**config.mk**
```make
export PLATFORM = sky130hd
export DESIGN_NAME = nvm_command_protection_ctrl
export DESIGN_NICKNAME = d
export VERILOG_FILES = /design/src/include/nvm_cmd_pkg.sv /design/src/include/nvm_op_if.sv /design/src/rtl/nvm_op_engine.sv /design/src/rtl/nvm_command_protection_ctrl.sv
export SDC_FILE = /design/constraint.sdc
export NUM_CORES = 1
export LEC_CHECK = 0
export ABC_AREA = 1
export BUFFER_PORTS_ARGS = -buffer_cell sky130_fd_sc_hd__clkbuf_2
export CELL_PAD_IN_SITES_DETAIL_PLACEMENT = 1
export CELL_PAD_IN_SITES_GLOBAL_PLACEMENT = 1
export CORE_ASPECT_RATIO = 2
export CORE_UTILIZATION = 35
export CTS_CLUSTER_DIAMETER = 30
export DETAILED_ROUTE_END_ITERATION = 16
export HOLD_SLACK_MARGIN = 0.06
export PLACE_DENSITY_LB_ADDON = 0.1
export SLEW_MARGIN = 25
export SYNTH_ARGS = -nofsm -noshare
export SYNTH_HDL_FRONTEND = slang
export SYNTH_SLANG_ARGS = --single-unit
```
**constraint.sdc**
```tcl
create_clock -name clk -period 1.85 [get_ports clk]
set_clock_uncertainty 0.1 [all_clocks]
set_input_delay 0.37 -clock clk [delete_from_list [all_inputs] [get_ports clk]]
set_output_delay 0.37 -clock clk [all_outputs]
set_load 0.01 [all_outputs]
```
**src/include/nvm_cmd_pkg.sv**
```systemverilog
// constants, command codes and register map of the nonvolatile command front end
package nvm_cmd_pkg;
  // ****************************************
  // register indices (byte address = 4 x index)
  // ****************************************
  localparam logic [3:0] IDX_CMD = 4'h0;
  localparam logic [3:0] IDX_PROT = 4'h1;
  localparam logic [3:0] IDX_STAT = 4'h2;
  localparam logic [3:0] IDX_IEN = 4'h3;
  localparam logic [3:0] IDX_IFLG = 4'h4;
  localparam logic [3:0] IDX_DATL = 4'h6;
  localparam logic [3:0] IDX_DATH = 4'h7;
  localparam logic [3:0] IDX_ADRL = 4'h8;
  localparam logic [3:0] IDX_ADRH = 4'h9;
  localparam int ADR_W = 6;
  // ****************************************
  // field positions and reset values
  // ****************************************
  localparam int BIT_APPGUARD = 0;
  localparam int BIT_BOOT_REGION_LOCK = 1;
  localparam int BIT_CODEBUSY = 0;
  localparam int BIT_NVDBUSY = 1;
  localparam int BIT_WFAULT = 2;
  localparam int BIT_IDLEIRQ = 0;
  localparam logic [7:0] RST_BYTE = 8'h00;
  localparam logic [15:0] RST_WORD = 16'h0000;
  // ****************************************
  // timing
  // ****************************************
  localparam logic [2:0] KEY_WINDOW = 3'h4;
  localparam logic [2:0] LATCH_RESET_CYCLES = 3'h7;
  // ****************************************
  // address map
  // ****************************************
  localparam logic [15:0] NVD_LO = 16'h1400;
  localparam logic [15:0] NVD_HI = 16'h14ff;
  localparam logic [15:0] BOOT_LO = 16'h8000;
  localparam logic [15:0] BOOT_HI = 16'h81ff;
  localparam logic [15:0] APP_HI = 16'hbfff;
  // ****************************************
  // types
  // ****************************************
  typedef enum logic [2:0] {
    OP_NONE = 3'h0,
    OP_PROGRAM = 3'h1,
    OP_PAGE_WIPE = 3'h2,
    OP_WIPE_PROGRAM = 3'h3,
    OP_LATCH_RESET = 3'h4,
    OP_WHOLE_WIPE = 3'h5,
    OP_NVDATA_WIPE = 3'h6,
    OP_FUSE_PROGRAM = 3'h7
  } op_t;
  typedef enum logic [1:0] {
    SLP_IDLE = 2'h0,
    SLP_STANDBY = 2'h1,
    SLP_PDOWN = 2'h2
  } sleep_t;
endpackage : nvm_cmd_pkg

```
**src/include/nvm_op_if.sv**
```systemverilog
// command hand-off between the register front end and the operation engine
`timescale 1ns/1ps
interface nvm_op_if;
  import nvm_cmd_pkg::*;
  logic start;
  op_t op;
  logic toCode;
  logic toNvd;
  logic busyCode;
  logic busyNvd;
  logic finish;
  modport ctl (output start, op, toCode, toNvd, input busyCode, busyNvd, finish);
  modport eng (input start, op, toCode, toNvd, output busyCode, busyNvd, finish);
endinterface : nvm_op_if

```
**src/rtl/nvm_op_engine.sv**
```systemverilog
// operation engine: runs one accepted command and reports busy and finish
`timescale 1ns/1ps
module nvm_op_engine
  import nvm_cmd_pkg::*;
(
  // clock and reset
  input wire logic clk,
  input wire logic rstn,
  // command side
  nvm_op_if.eng opIf,
  // array side
  output logic arrayStart,
  output nvm_cmd_pkg::op_t arrayOp,
  input wire logic arrayDone
);
  typedef enum logic [1:0] {ENG_IDLE, ENG_ARRAY, ENG_LATCH} eng_t;
  eng_t state_ff, nxt_state;
  logic [2:0] cnt_ff, nxt_cnt;
  logic start_ff, busyC_ff, busyN_ff, fin_ff;
  op_t op_ff;
  wire isLatch = (opIf.op == OP_LATCH_RESET);
  wire lastTick = (state_ff == ENG_LATCH) && (cnt_ff == 3'h1);
  wire arrEnd = (state_ff == ENG_ARRAY) && arrayDone;
  wire ending = lastTick || arrEnd;
  // ****************************************
  // sequencing
  // ****************************************
  always_comb begin
    nxt_state = state_ff;
    nxt_cnt = cnt_ff;
    case (state_ff)
      ENG_IDLE: begin
        if (opIf.start && isLatch) begin
          nxt_state = ENG_LATCH;
          nxt_cnt = LATCH_RESET_CYCLES;
        end else if (opIf.start) begin
          nxt_state = ENG_ARRAY;
        end
      end
      ENG_LATCH: begin
        nxt_cnt = cnt_ff - 3'h1;
        if (lastTick) nxt_state = ENG_IDLE;
      end
      ENG_ARRAY: begin
        if (arrayDone) nxt_state = ENG_IDLE;
      end
      default: nxt_state = ENG_IDLE;
    endcase
  end
  always_ff @(posedge clk or negedge rstn) begin
    if (!rstn) begin
      state_ff <= ENG_IDLE;
      cnt_ff <= 3'h0;
      start_ff <= 1'b0;
      op_ff <= OP_NONE;
      busyC_ff <= 1'b0;
      busyN_ff <= 1'b0;
      fin_ff <= 1'b0;
    end else begin
      state_ff <= nxt_state;
      cnt_ff <= nxt_cnt;
      start_ff <= opIf.start && !isLatch && (state_ff == ENG_IDLE);
      if (opIf.start && (state_ff == ENG_IDLE)) op_ff <= opIf.op;
      busyC_ff <= (opIf.start && (state_ff == ENG_IDLE)) ? opIf.toCode : (busyC_ff && !ending);
      busyN_ff <= (opIf.start && (state_ff == ENG_IDLE)) ? opIf.toNvd : (busyN_ff && !ending);
      fin_ff <= ending;
    end
  end
  assign arrayStart = start_ff;
  assign arrayOp = op_ff;
  assign opIf.busyCode = busyC_ff;
  assign opIf.busyNvd = busyN_ff;
  assign opIf.finish = fin_ff;
endmodule : nvm_op_engine

```
**src/rtl/nvm_command_protection_ctrl.sv**
```systemverilog
// register front end of the nonvolatile controller: guarded commands, locks, status, sleep
//
// What this block does
// no write running: sleep with system
// write running: keep array, clock on
// idle-irq wakes from idle sleep only
// wake-up clears the page latch
// command write needs key within four instructions
// unkeyed command write acked, value unchanged
// three-bit op code decodes seven commands
// page ops pick target from address register
// fuse program only from debug port
// whole wipe spares data if keep-fuse set
// locked boot region reads back zero
// boot lock set only from boot code
// boot lock acts after leaving boot region
// app guard set-only, blocks app writes
// write fault shows last operation failed
// two busy bits: data and code
// ready flag cleared by writing one
// ready irq level, requests while data idle
// software enables irq after command only
// data register holds fuse value
// address register tracks last updated location
// code program stalls core, data does not
// debug loads address, data before fuse
// ready flag sets when data busy falls
//
// The Wishbone register port was decided locally.
`timescale 1ns/1ps
module nvm_command_protection_ctrl
  import nvm_cmd_pkg::*;
(
  // clock and reset
  input wire logic clk,
  input wire logic rstn,
  // wishbone slave
  input wire logic wb_cyc_i,
  input wire logic wb_stb_i,
  input wire logic wb_we_i,
  input wire logic [nvm_cmd_pkg::ADR_W-1:0] wb_adr_i,
  input wire logic [3:0] wb_sel_i,
  input wire logic [31:0] wb_dat_i,
  output logic [31:0] wb_dat_o,
  output logic wb_ack_o,
  // core side
  input wire logic busFromDebug,
  input wire logic keyWritten,
  input wire logic instrDone,
  input wire logic fetchInBoot,
  output logic coreStall,
  // memory read path and page latch stores
  input wire logic memRdEn,
  input wire logic [15:0] memRdAddr,
  input wire logic [7:0] arrayRdata,
  output logic [7:0] memRdata,
  input wire logic pbufWr,
  input wire logic [15:0] pbufAddr,
  output logic pbufClear,
  // array engine
  output logic arrayStart,
  output nvm_cmd_pkg::op_t arrayOp,
  output logic [15:0] arrayAddr,
  output logic [15:0] fuseValue,
  input wire logic arrayDone,
  input wire logic keepNvdataOnWipe,
  // sleep
  input wire logic sleepReq,
  input wire nvm_cmd_pkg::sleep_t sleepMode,
  output logic ctrlAsleep,
  output logic clkHold,
  output logic wakeReq,
  // ready interrupt
  output logic nvdataIrq
);
  import nvm_cmd_pkg::*;
  nvm_op_if opIf ();
  // ****************************************
  // state
  // ****************************************
  logic ack_ff;
  logic [31:0] datOut_ff;
  logic [2:0] keyWin_ff;
  logic start_ff;
  op_t op_ff;
  logic toCode_ff, toNvd_ff;
  logic guard_ff, lockPend_ff, lockOn_ff;
  logic fault_ff;
  logic ien_ff, flag_ff;
  logic [15:0] data_ff, addr_ff;
  logic busyN_d_ff;
  logic pbHas_ff, pbSect_ff, pbMix_ff;
  logic pbClr_ff;
  logic asleep_ff, clkHold_ff, wake_ff, irq_ff, stall_ff;
  logic [7:0] rdOut_ff;
  // ****************************************
  // bus decode
  // ****************************************
  wire req = wb_cyc_i && wb_stb_i;
  wire [3:0] idx = wb_adr_i[ADR_W-1:2];
  wire wrEn = req && wb_we_i && ack_ff && wb_sel_i[0];
  wire [7:0] wd = wb_dat_i[7:0];
  wire wrCmd = wrEn && (idx == IDX_CMD);
  wire wrProt = wrEn && (idx == IDX_PROT);
  wire wrIen = wrEn && (idx == IDX_IEN);
  wire wrFlg = wrEn && (idx == IDX_IFLG);
  wire wrDatL = wrEn && (idx == IDX_DATL);
  wire wrDatH = wrEn && (idx == IDX_DATH);
  wire wrAdrL = wrEn && (idx == IDX_ADRL);
  wire wrAdrH = wrEn && (idx == IDX_ADRH);
  // ****************************************
  // address classification
  // ****************************************
  wire addrNvd = (addr_ff >= NVD_LO) && (addr_ff <= NVD_HI);
  wire addrBoot = (addr_ff >= BOOT_LO) && (addr_ff <= BOOT_HI);
  wire addrApp = (addr_ff > BOOT_HI) && (addr_ff <= APP_HI);
  wire pbNvd = (pbufAddr >= NVD_LO) && (pbufAddr <= NVD_HI);
  wire rdBoot = (memRdAddr >= BOOT_LO) && (memRdAddr <= BOOT_HI);
  // ****************************************
  // command decode and acceptance
  // ****************************************
  op_t wop;
  assign wop = op_t'(wd[2:0]);
  wire keyOk = (keyWin_ff != 3'h0) || busFromDebug;
  wire busyAny = opIf.busyCode || opIf.busyNvd;
  wire engBusy = busyAny || start_ff;
  wire pageOp = (wop == OP_PROGRAM) || (wop == OP_PAGE_WIPE) || (wop == OP_WIPE_PROGRAM);
  wire protHit = (addrApp && guard_ff) || (addrBoot && lockOn_ff);
  wire progMix = (wop != OP_PAGE_WIPE) && pbMix_ff;
  wire badPage = pageOp && (protHit || progMix);
  wire badFuse = (wop == OP_FUSE_PROGRAM) && !busFromDebug;
  wire cmdTake = wrCmd && keyOk && (wop != OP_NONE);
  wire cmdBad = engBusy || badPage || badFuse;
  wire cmdGo = cmdTake && !cmdBad;
  logic nxtToCode, nxtToNvd;
  always_comb begin
    nxtToCode = 1'b1;
    nxtToNvd = 1'b0;
    case (wop)
      OP_PROGRAM, OP_PAGE_WIPE, OP_WIPE_PROGRAM: begin
        nxtToCode = !addrNvd;
        nxtToNvd = addrNvd;
      end
      OP_WHOLE_WIPE: begin
        nxtToCode = 1'b1;
        nxtToNvd = !keepNvdataOnWipe;
      end
      OP_NVDATA_WIPE: begin
        nxtToCode = 1'b0;
        nxtToNvd = 1'b1;
      end
      default: begin
        nxtToCode = 1'b1;
        nxtToNvd = 1'b0;
      end
    endcase
  end
  // ****************************************
  // key window: four retired instructions
  // ****************************************
  always_ff @(posedge clk or negedge rstn) begin
    if (!rstn) begin
      keyWin_ff <= 3'h0;
    end else if (keyWritten) begin
      keyWin_ff <= KEY_WINDOW;
    end else if (wrCmd) begin
      keyWin_ff <= 3'h0;
    end else if (instrDone && keyWin_ff != 3'h0) begin
      keyWin_ff <= keyWin_ff - 3'h1;
    end
  end
  // ****************************************
  // command issue and fault
  // ****************************************
  always_ff @(posedge clk or negedge rstn) begin
    if (!rstn) begin
      start_ff <= 1'b0;
      op_ff <= OP_NONE;
      toCode_ff <= 1'b0;
      toNvd_ff <= 1'b0;
      fault_ff <= 1'b0;
    end else begin
      start_ff <= cmdGo;
      if (cmdGo) begin
        op_ff <= wop;
        toCode_ff <= nxtToCode;
        toNvd_ff <= nxtToNvd;
      end
      if (cmdTake) fault_ff <= cmdBad;
    end
  end
  assign opIf.start = start_ff;
  assign opIf.op = op_ff;
  assign opIf.toCode = toCode_ff;
  assign opIf.toNvd = toNvd_ff;
  nvm_op_engine engine (
    .clk(clk),
    .rstn(rstn),
    .opIf(opIf.eng),
    .arrayStart(arrayStart),
    .arrayOp(arrayOp),
    .arrayDone(arrayDone)
  );
  // ****************************************
  // region protection
  // ****************************************
  always_ff @(posedge clk or negedge rstn) begin
    if (!rstn) begin
      guard_ff <= 1'b0;
      lockPend_ff <= 1'b0;
      lockOn_ff <= 1'b0;
    end else begin
      if (wrProt && wd[BIT_APPGUARD]) guard_ff <= 1'b1;
      if (wrProt && wd[BIT_BOOT_REGION_LOCK] && fetchInBoot && !busFromDebug) lockPend_ff <= 1'b1;
      if (lockPend_ff && !fetchInBoot) lockOn_ff <= 1'b1;
    end
  end
  // locked boot reads give zero; a fetched zero is the no-op opcode
  always_ff @(posedge clk or negedge rstn) begin
    if (!rstn) begin
      rdOut_ff <= RST_BYTE;
    end else if (memRdEn) begin
      rdOut_ff <= (rdBoot && lockOn_ff) ? 8'h00 : arrayRdata;
    end
  end
  // ****************************************
  // data and address registers
  // ****************************************
  always_ff @(posedge clk or negedge rstn) begin
    if (!rstn) begin
      data_ff <= RST_WORD;
      addr_ff <= RST_WORD;
    end else begin
      if (wrDatL) data_ff[7:0] <= wd;
      if (wrDatH) data_ff[15:8] <= wd;
      // a store into the latch outranks a bus write in the same cycle
      if (pbufWr) begin
        addr_ff <= pbufAddr;
      end else begin
        if (wrAdrL) addr_ff[7:0] <= wd;
        if (wrAdrH) addr_ff[15:8] <= wd;
      end
    end
  end
  // ****************************************
  // page latch section tracking
  // ****************************************
  always_ff @(posedge clk or negedge rstn) begin
    if (!rstn) begin
      pbHas_ff <= 1'b0;
      pbSect_ff <= 1'b0;
      pbMix_ff <= 1'b0;
    end else if (pbClr_ff) begin
      pbHas_ff <= 1'b0;
      pbMix_ff <= 1'b0;
    end else if (pbufWr) begin
      pbHas_ff <= 1'b1;
      if (!pbHas_ff) pbSect_ff <= pbNvd;
      if (pbHas_ff && pbSect_ff != pbNvd) pbMix_ff <= 1'b1;
    end
  end
  // ****************************************
  // ready flag and interrupt
  // ****************************************
  wire nvdFell = busyN_d_ff && !opIf.busyNvd;
  always_ff @(posedge clk or negedge rstn) begin
    if (!rstn) begin
      busyN_d_ff <= 1'b0;
      ien_ff <= 1'b0;
      flag_ff <= 1'b0;
      irq_ff <= 1'b0;
    end else begin
      busyN_d_ff <= opIf.busyNvd;
      if (wrIen) ien_ff <= wd[BIT_IDLEIRQ];
      // a completion in the clearing cycle keeps the flag set
      flag_ff <= nvdFell || (flag_ff && !(wrFlg && wd[BIT_IDLEIRQ]));
      irq_ff <= ien_ff && !opIf.busyNvd;
    end
  end
  // ****************************************
  // sleep, wake and stall
  // ****************************************
  wire waking = asleep_ff && !sleepReq;
  always_ff @(posedge clk or negedge rstn) begin
    if (!rstn) begin
      asleep_ff <= 1'b0;
      clkHold_ff <= 1'b0;
      wake_ff <= 1'b0;
      pbClr_ff <= 1'b0;
      stall_ff <= 1'b0;
    end else begin
      asleep_ff <= sleepReq && !busyAny;
      clkHold_ff <= sleepReq && busyAny;
      wake_ff <= sleepReq && (sleepMode == SLP_IDLE) && ien_ff && !opIf.busyNvd;
      pbClr_ff <= waking || opIf.finish;
      stall_ff <= opIf.busyCode;
    end
  end
  // ****************************************
  // register read
  // ****************************************
  logic [7:0] rdByte;
  always_comb begin
    case (idx)
      IDX_CMD: rdByte = {5'h00, op_ff};
      IDX_PROT: rdByte = {6'h00, lockPend_ff, guard_ff};
      IDX_STAT: rdByte = {5'h00, fault_ff, opIf.busyNvd, opIf.busyCode};
      IDX_IEN: rdByte = {7'h00, ien_ff};
      IDX_IFLG: rdByte = {7'h00, flag_ff};
      IDX_DATL: rdByte = data_ff[7:0];
      IDX_DATH: rdByte = data_ff[15:8];
      IDX_ADRL: rdByte = addr_ff[7:0];
      IDX_ADRH: rdByte = addr_ff[15:8];
      default: rdByte = 8'h00;
    endcase
  end
  // one wait state: ack follows the request by one clock, data with it
  always_ff @(posedge clk or negedge rstn) begin
    if (!rstn) begin
      ack_ff <= 1'b0;
      datOut_ff <= 32'h0000_0000;
    end else begin
      ack_ff <= req && !ack_ff;
      if (req && !ack_ff) datOut_ff <= {24'h00_0000, rdByte};
    end
  end
  // ****************************************
  // outputs
  // ****************************************
  assign wb_ack_o = ack_ff;
  assign wb_dat_o = datOut_ff;
  assign coreStall = stall_ff;
  assign memRdata = rdOut_ff;
  assign pbufClear = pbClr_ff;
  assign arrayAddr = addr_ff;
  assign fuseValue = data_ff;
  assign ctrlAsleep = asleep_ff;
  assign clkHold = clkHold_ff;
  assign wakeReq = wake_ff;
  assign nvdataIrq = irq_ff;
endmodule : nvm_command_protection_ctrl

```
==> run_results.csv <==
group,metric,value,unit
logic_synthesis,synth_top_area_share,48.1,%
placed_design,dp.final_hpwl,11.0,mm
worst_setup_path,worstSetupStartpointType,"flip-flop",
logic_synthesis,ys.flop_type,"dfrtp_1",
logic_synthesis,yosys.area.top_type,"dfrtp_1",
sta,fin_ws,0.0755,ns
worst_setup_path,cp_cell_sequence,"inv_1 > ha_1 > ha_1 > a22oi_2 > nand2_2 > nor2_4 > nand2_4 > nand2_1 > nand2_1",
clock_network,cts_buffers,9,
sta,finalHoldViolCount,0,
worst_setup_path,critPathTopFamily,"simple AND/OR/NAND/NOR gates",
power,vdd_drop_max,441,uV
logic_synthesis,async_flop_share,100,%
die,num_io_pins,181,
worst_setup_path,max_stage_delay,0.35,ns
layout,layout-drive-gt1-share,32.0,%
clock_network,cts-root-buf,"clkbuf_16",
power,leakage,0.00310,uW
die,coreArea,0.0125,sq mm
global_routing,overflow,0,
global_routing,grt_pass1_wl,21.2,mm
clock_network,cts.htree.levels,3,
worst_setup_path,crit_type,"flip-flop to flip-flop",
logic_synthesis,synthCells,535,
global_routing,grt_max_degree,33,
die,num_rows,58,
clock_network,cts_tree,"yes",
global_routing,grt_antenna_before_repair,0,
logic_synthesis,ys_seq_area_share,48.1,%
logic_synthesis,synth.most_common_cell,"nand2_1",
clock_network,clock-sinks,86,
run,maxCapViolations,0,
global_routing,grt_use_total,21.9,%
clock_network,cts.clk_slew.worst_paths,0.06,ns
worst_setup_path,worstPathArrival,1.90,ns
sta,finalCritPeriodShare,95.9,%
hold_path,hp-class,"input port to flip-flop",
layout,area_growth_syn_to_layout,26.7,%
drt,post_drt_wl_per_cell,16.3,microns
die,die_x,81.9,microns
logic_synthesis,synth.area.top_cells,"dfrtp_1 (48%), nand2_1 (13%), o21ai_2 (5.7%), inv_1 (4.5%), buf_4 (4.0%)",
worst_setup_path,crit_buf_inv,1,
die,die_height,162,microns
sta,final.setup.tns,0,ns
global_routing,grt_pass1_vias,4171,
placed_design,gp_congestion,0.771,
sta,drv_slew,0,
drt,drc,0,
drt,drt_iter0_drc,141,
sta,fmax,564,MHz
layout,final_nets,781,
logic_synthesis,postSynthRegisterBits,86,
drt,first_pass_iters,4,
logic_synthesis,syn_area,0.00447,sq mm
placed_design,place_ws,-0.0411,ns
worst_setup_path,setup.worst_path.end_class,"flip-flop",
logic_synthesis,netlist_top_cells_count,"nand2_1 (151), dfrtp_1 (86), inv_1 (53), nor2_1 (41)",
placed_design,io_buffers,118,
drt,vias,3985,
clock_network,cts_buffer_depth,2,
power,powerDensity,859,mW/mm^2
logic_synthesis,syn_avg_cell_area,8.36,sq um
sta,finalCriticalPeriod,1.77,ns
die,dieArea,0.0133,sq mm
clock_network,clock_latency,0.34,ns
sta,setup_violations,0,
logic_synthesis,synth_edf_count,0,
drt,via_per_inst,4.78,
status,status,"completed",
layout,n_antenna_cell,0,
drt,ant_nets,0,
logic_synthesis,yosys_warnings,0,
logic_synthesis,ys_types,37,
worst_setup_path,cp_slowest_cell,"dfrtp_1",
die,start_util,35.8,%
drt,wl,13.6,mm
worst_setup_path,crit_path_max_fanout,6,
worst_setup_path,required,1.98,ns
-- timing repair --
item / 4_1_cts / 5_1_grt
resized for setup: 0 / 3
endpoints found under the setup margin: 0 / 13
setup buffers: 0 / 3
hold buffers: 1 / 0
hold endpoints to repair: 26 / 0
-- layout make-up --
class                      count  area [sq um]
clock buffer                   9           225
inverter                      58           218
timing repair buffer         142           801
clock inverter                 7           121
fill                        1574          6820
sequential                    86          2150
multi-input combinational    382          1960
tap                          150           188
-- worst reg2reg max path, delay by kind of cell (launching register included) --
| family | cells | cell delay (ns) |
|---|---|---|
| AND/OR/NAND/NOR | 5 | 0.52 |
| adder cells (fa/ha/maj) | 2 | 0.42 |
| flip-flops | 1 | 0.35 |
| AO/OA/AOI/OAI | 1 | 0.23 |
| buffers and inverters | 1 | 0.05 |
-- worst paths after layout --
check	cells past startpoint	startpoint	to	slack (ns)
hold / removal	2	sleepMode[0]	wakeReq	0.09
setup reg to reg	9	keyWin_ff[0]	opIf.op[1]	0.08
min in group asynchronous	2	rstn	memRdata[1]	0.39
setup / recovery	9	keyWin_ff[0]	opIf.op[1]	0.08
hold reg to reg	0	engine.opIf.busyNvd	busyN_d_ff	0.33
max in group asynchronous	3	rstn	opIf.op[1]	0.73
-- registers in the layout (all words and copies together), names as in the netlist, 2 cells and up --
| signal | count |
|---|---|
| memRdata | 8 |
| opIf.op | 3 |
| keyWin_ff | 3 |
| arrayAddr | 16 |
| engine.cnt_ff | 3 |
| fuseValue | 16 |
| wb_dat_o | 8 |
| engine.arrayOp | 3 |
| engine.state_ff | 2 |
-- cells in the final DEF (no fill, tap or decap), types with 2 or more instances in the layout --
master and n:
nor2_1 41, clkinvlp_4 3, nand3_2 2, inv_1 53
buf_4 22, nor3_1 6, o21ai_0 32, clkbuf_16 9
o21ai_2 29, bufinv_16 3, a21oi_1 17, ha_1 4
nand4_1 4, xor2_1 2, nor2_2 2, inv_2 5
clkbuf_2 117, nor2_4 8, a22oi_1 2, nand3_1 32
nand2_4 5, dfrtp_1 86, nand2_1 151, or2_2 2
conb_1 24, buf_12 2, nand2_2 6
-- logic make-up after synthesis --
kind of cell | synth area share, %
fa+ha+maj | 1.12
mux | 0.224
buf+inv | 10.3
other cells | 0.0839
compound gates | 12.3
xor+xnor | 0.392
simple gates | 27.4
flops | 48.1
-- where the power goes --
group	switching (uW)	internal, uW
logic	424	263
registers	91.4	1990
clock network	775	1320
-- layer usage --
| layer | global-route usage (%) | vias up | wire, microns |
|---|---|---|---|
| li1 | - | 1949 | - |
| met1 | 21.0 | 1923 | 4530 |
| met2 | 44.5 | 97 | 8360 |
| met3 | 2.98 | 16 | 470 |
| met4 | 6.86 | 0 | 257 |
| met5 | 0 | - | 0 |
-- metrics by stage --
stage | hold slack, ns | cells | util (%) | total power [uW] | cell area, sq um
global route | 0.0804 | 834 | 45.4 | 5110 | 5660
finish | 0.0869 | 834 | 45.4 | 4860 | 5660
global placement | 0.217 | 814 | 42.2 | 2760 | 5270
CTS | 0.0771 | 831 | 45.1 | 4920 | 5630
floorplan | -0.0256 | 558 | - | 2480 | 4560
detailed placement | 0.224 | 814 | 42.2 | 2800 | 5270
Note: power is estimated with default switching activity, not from simulation.
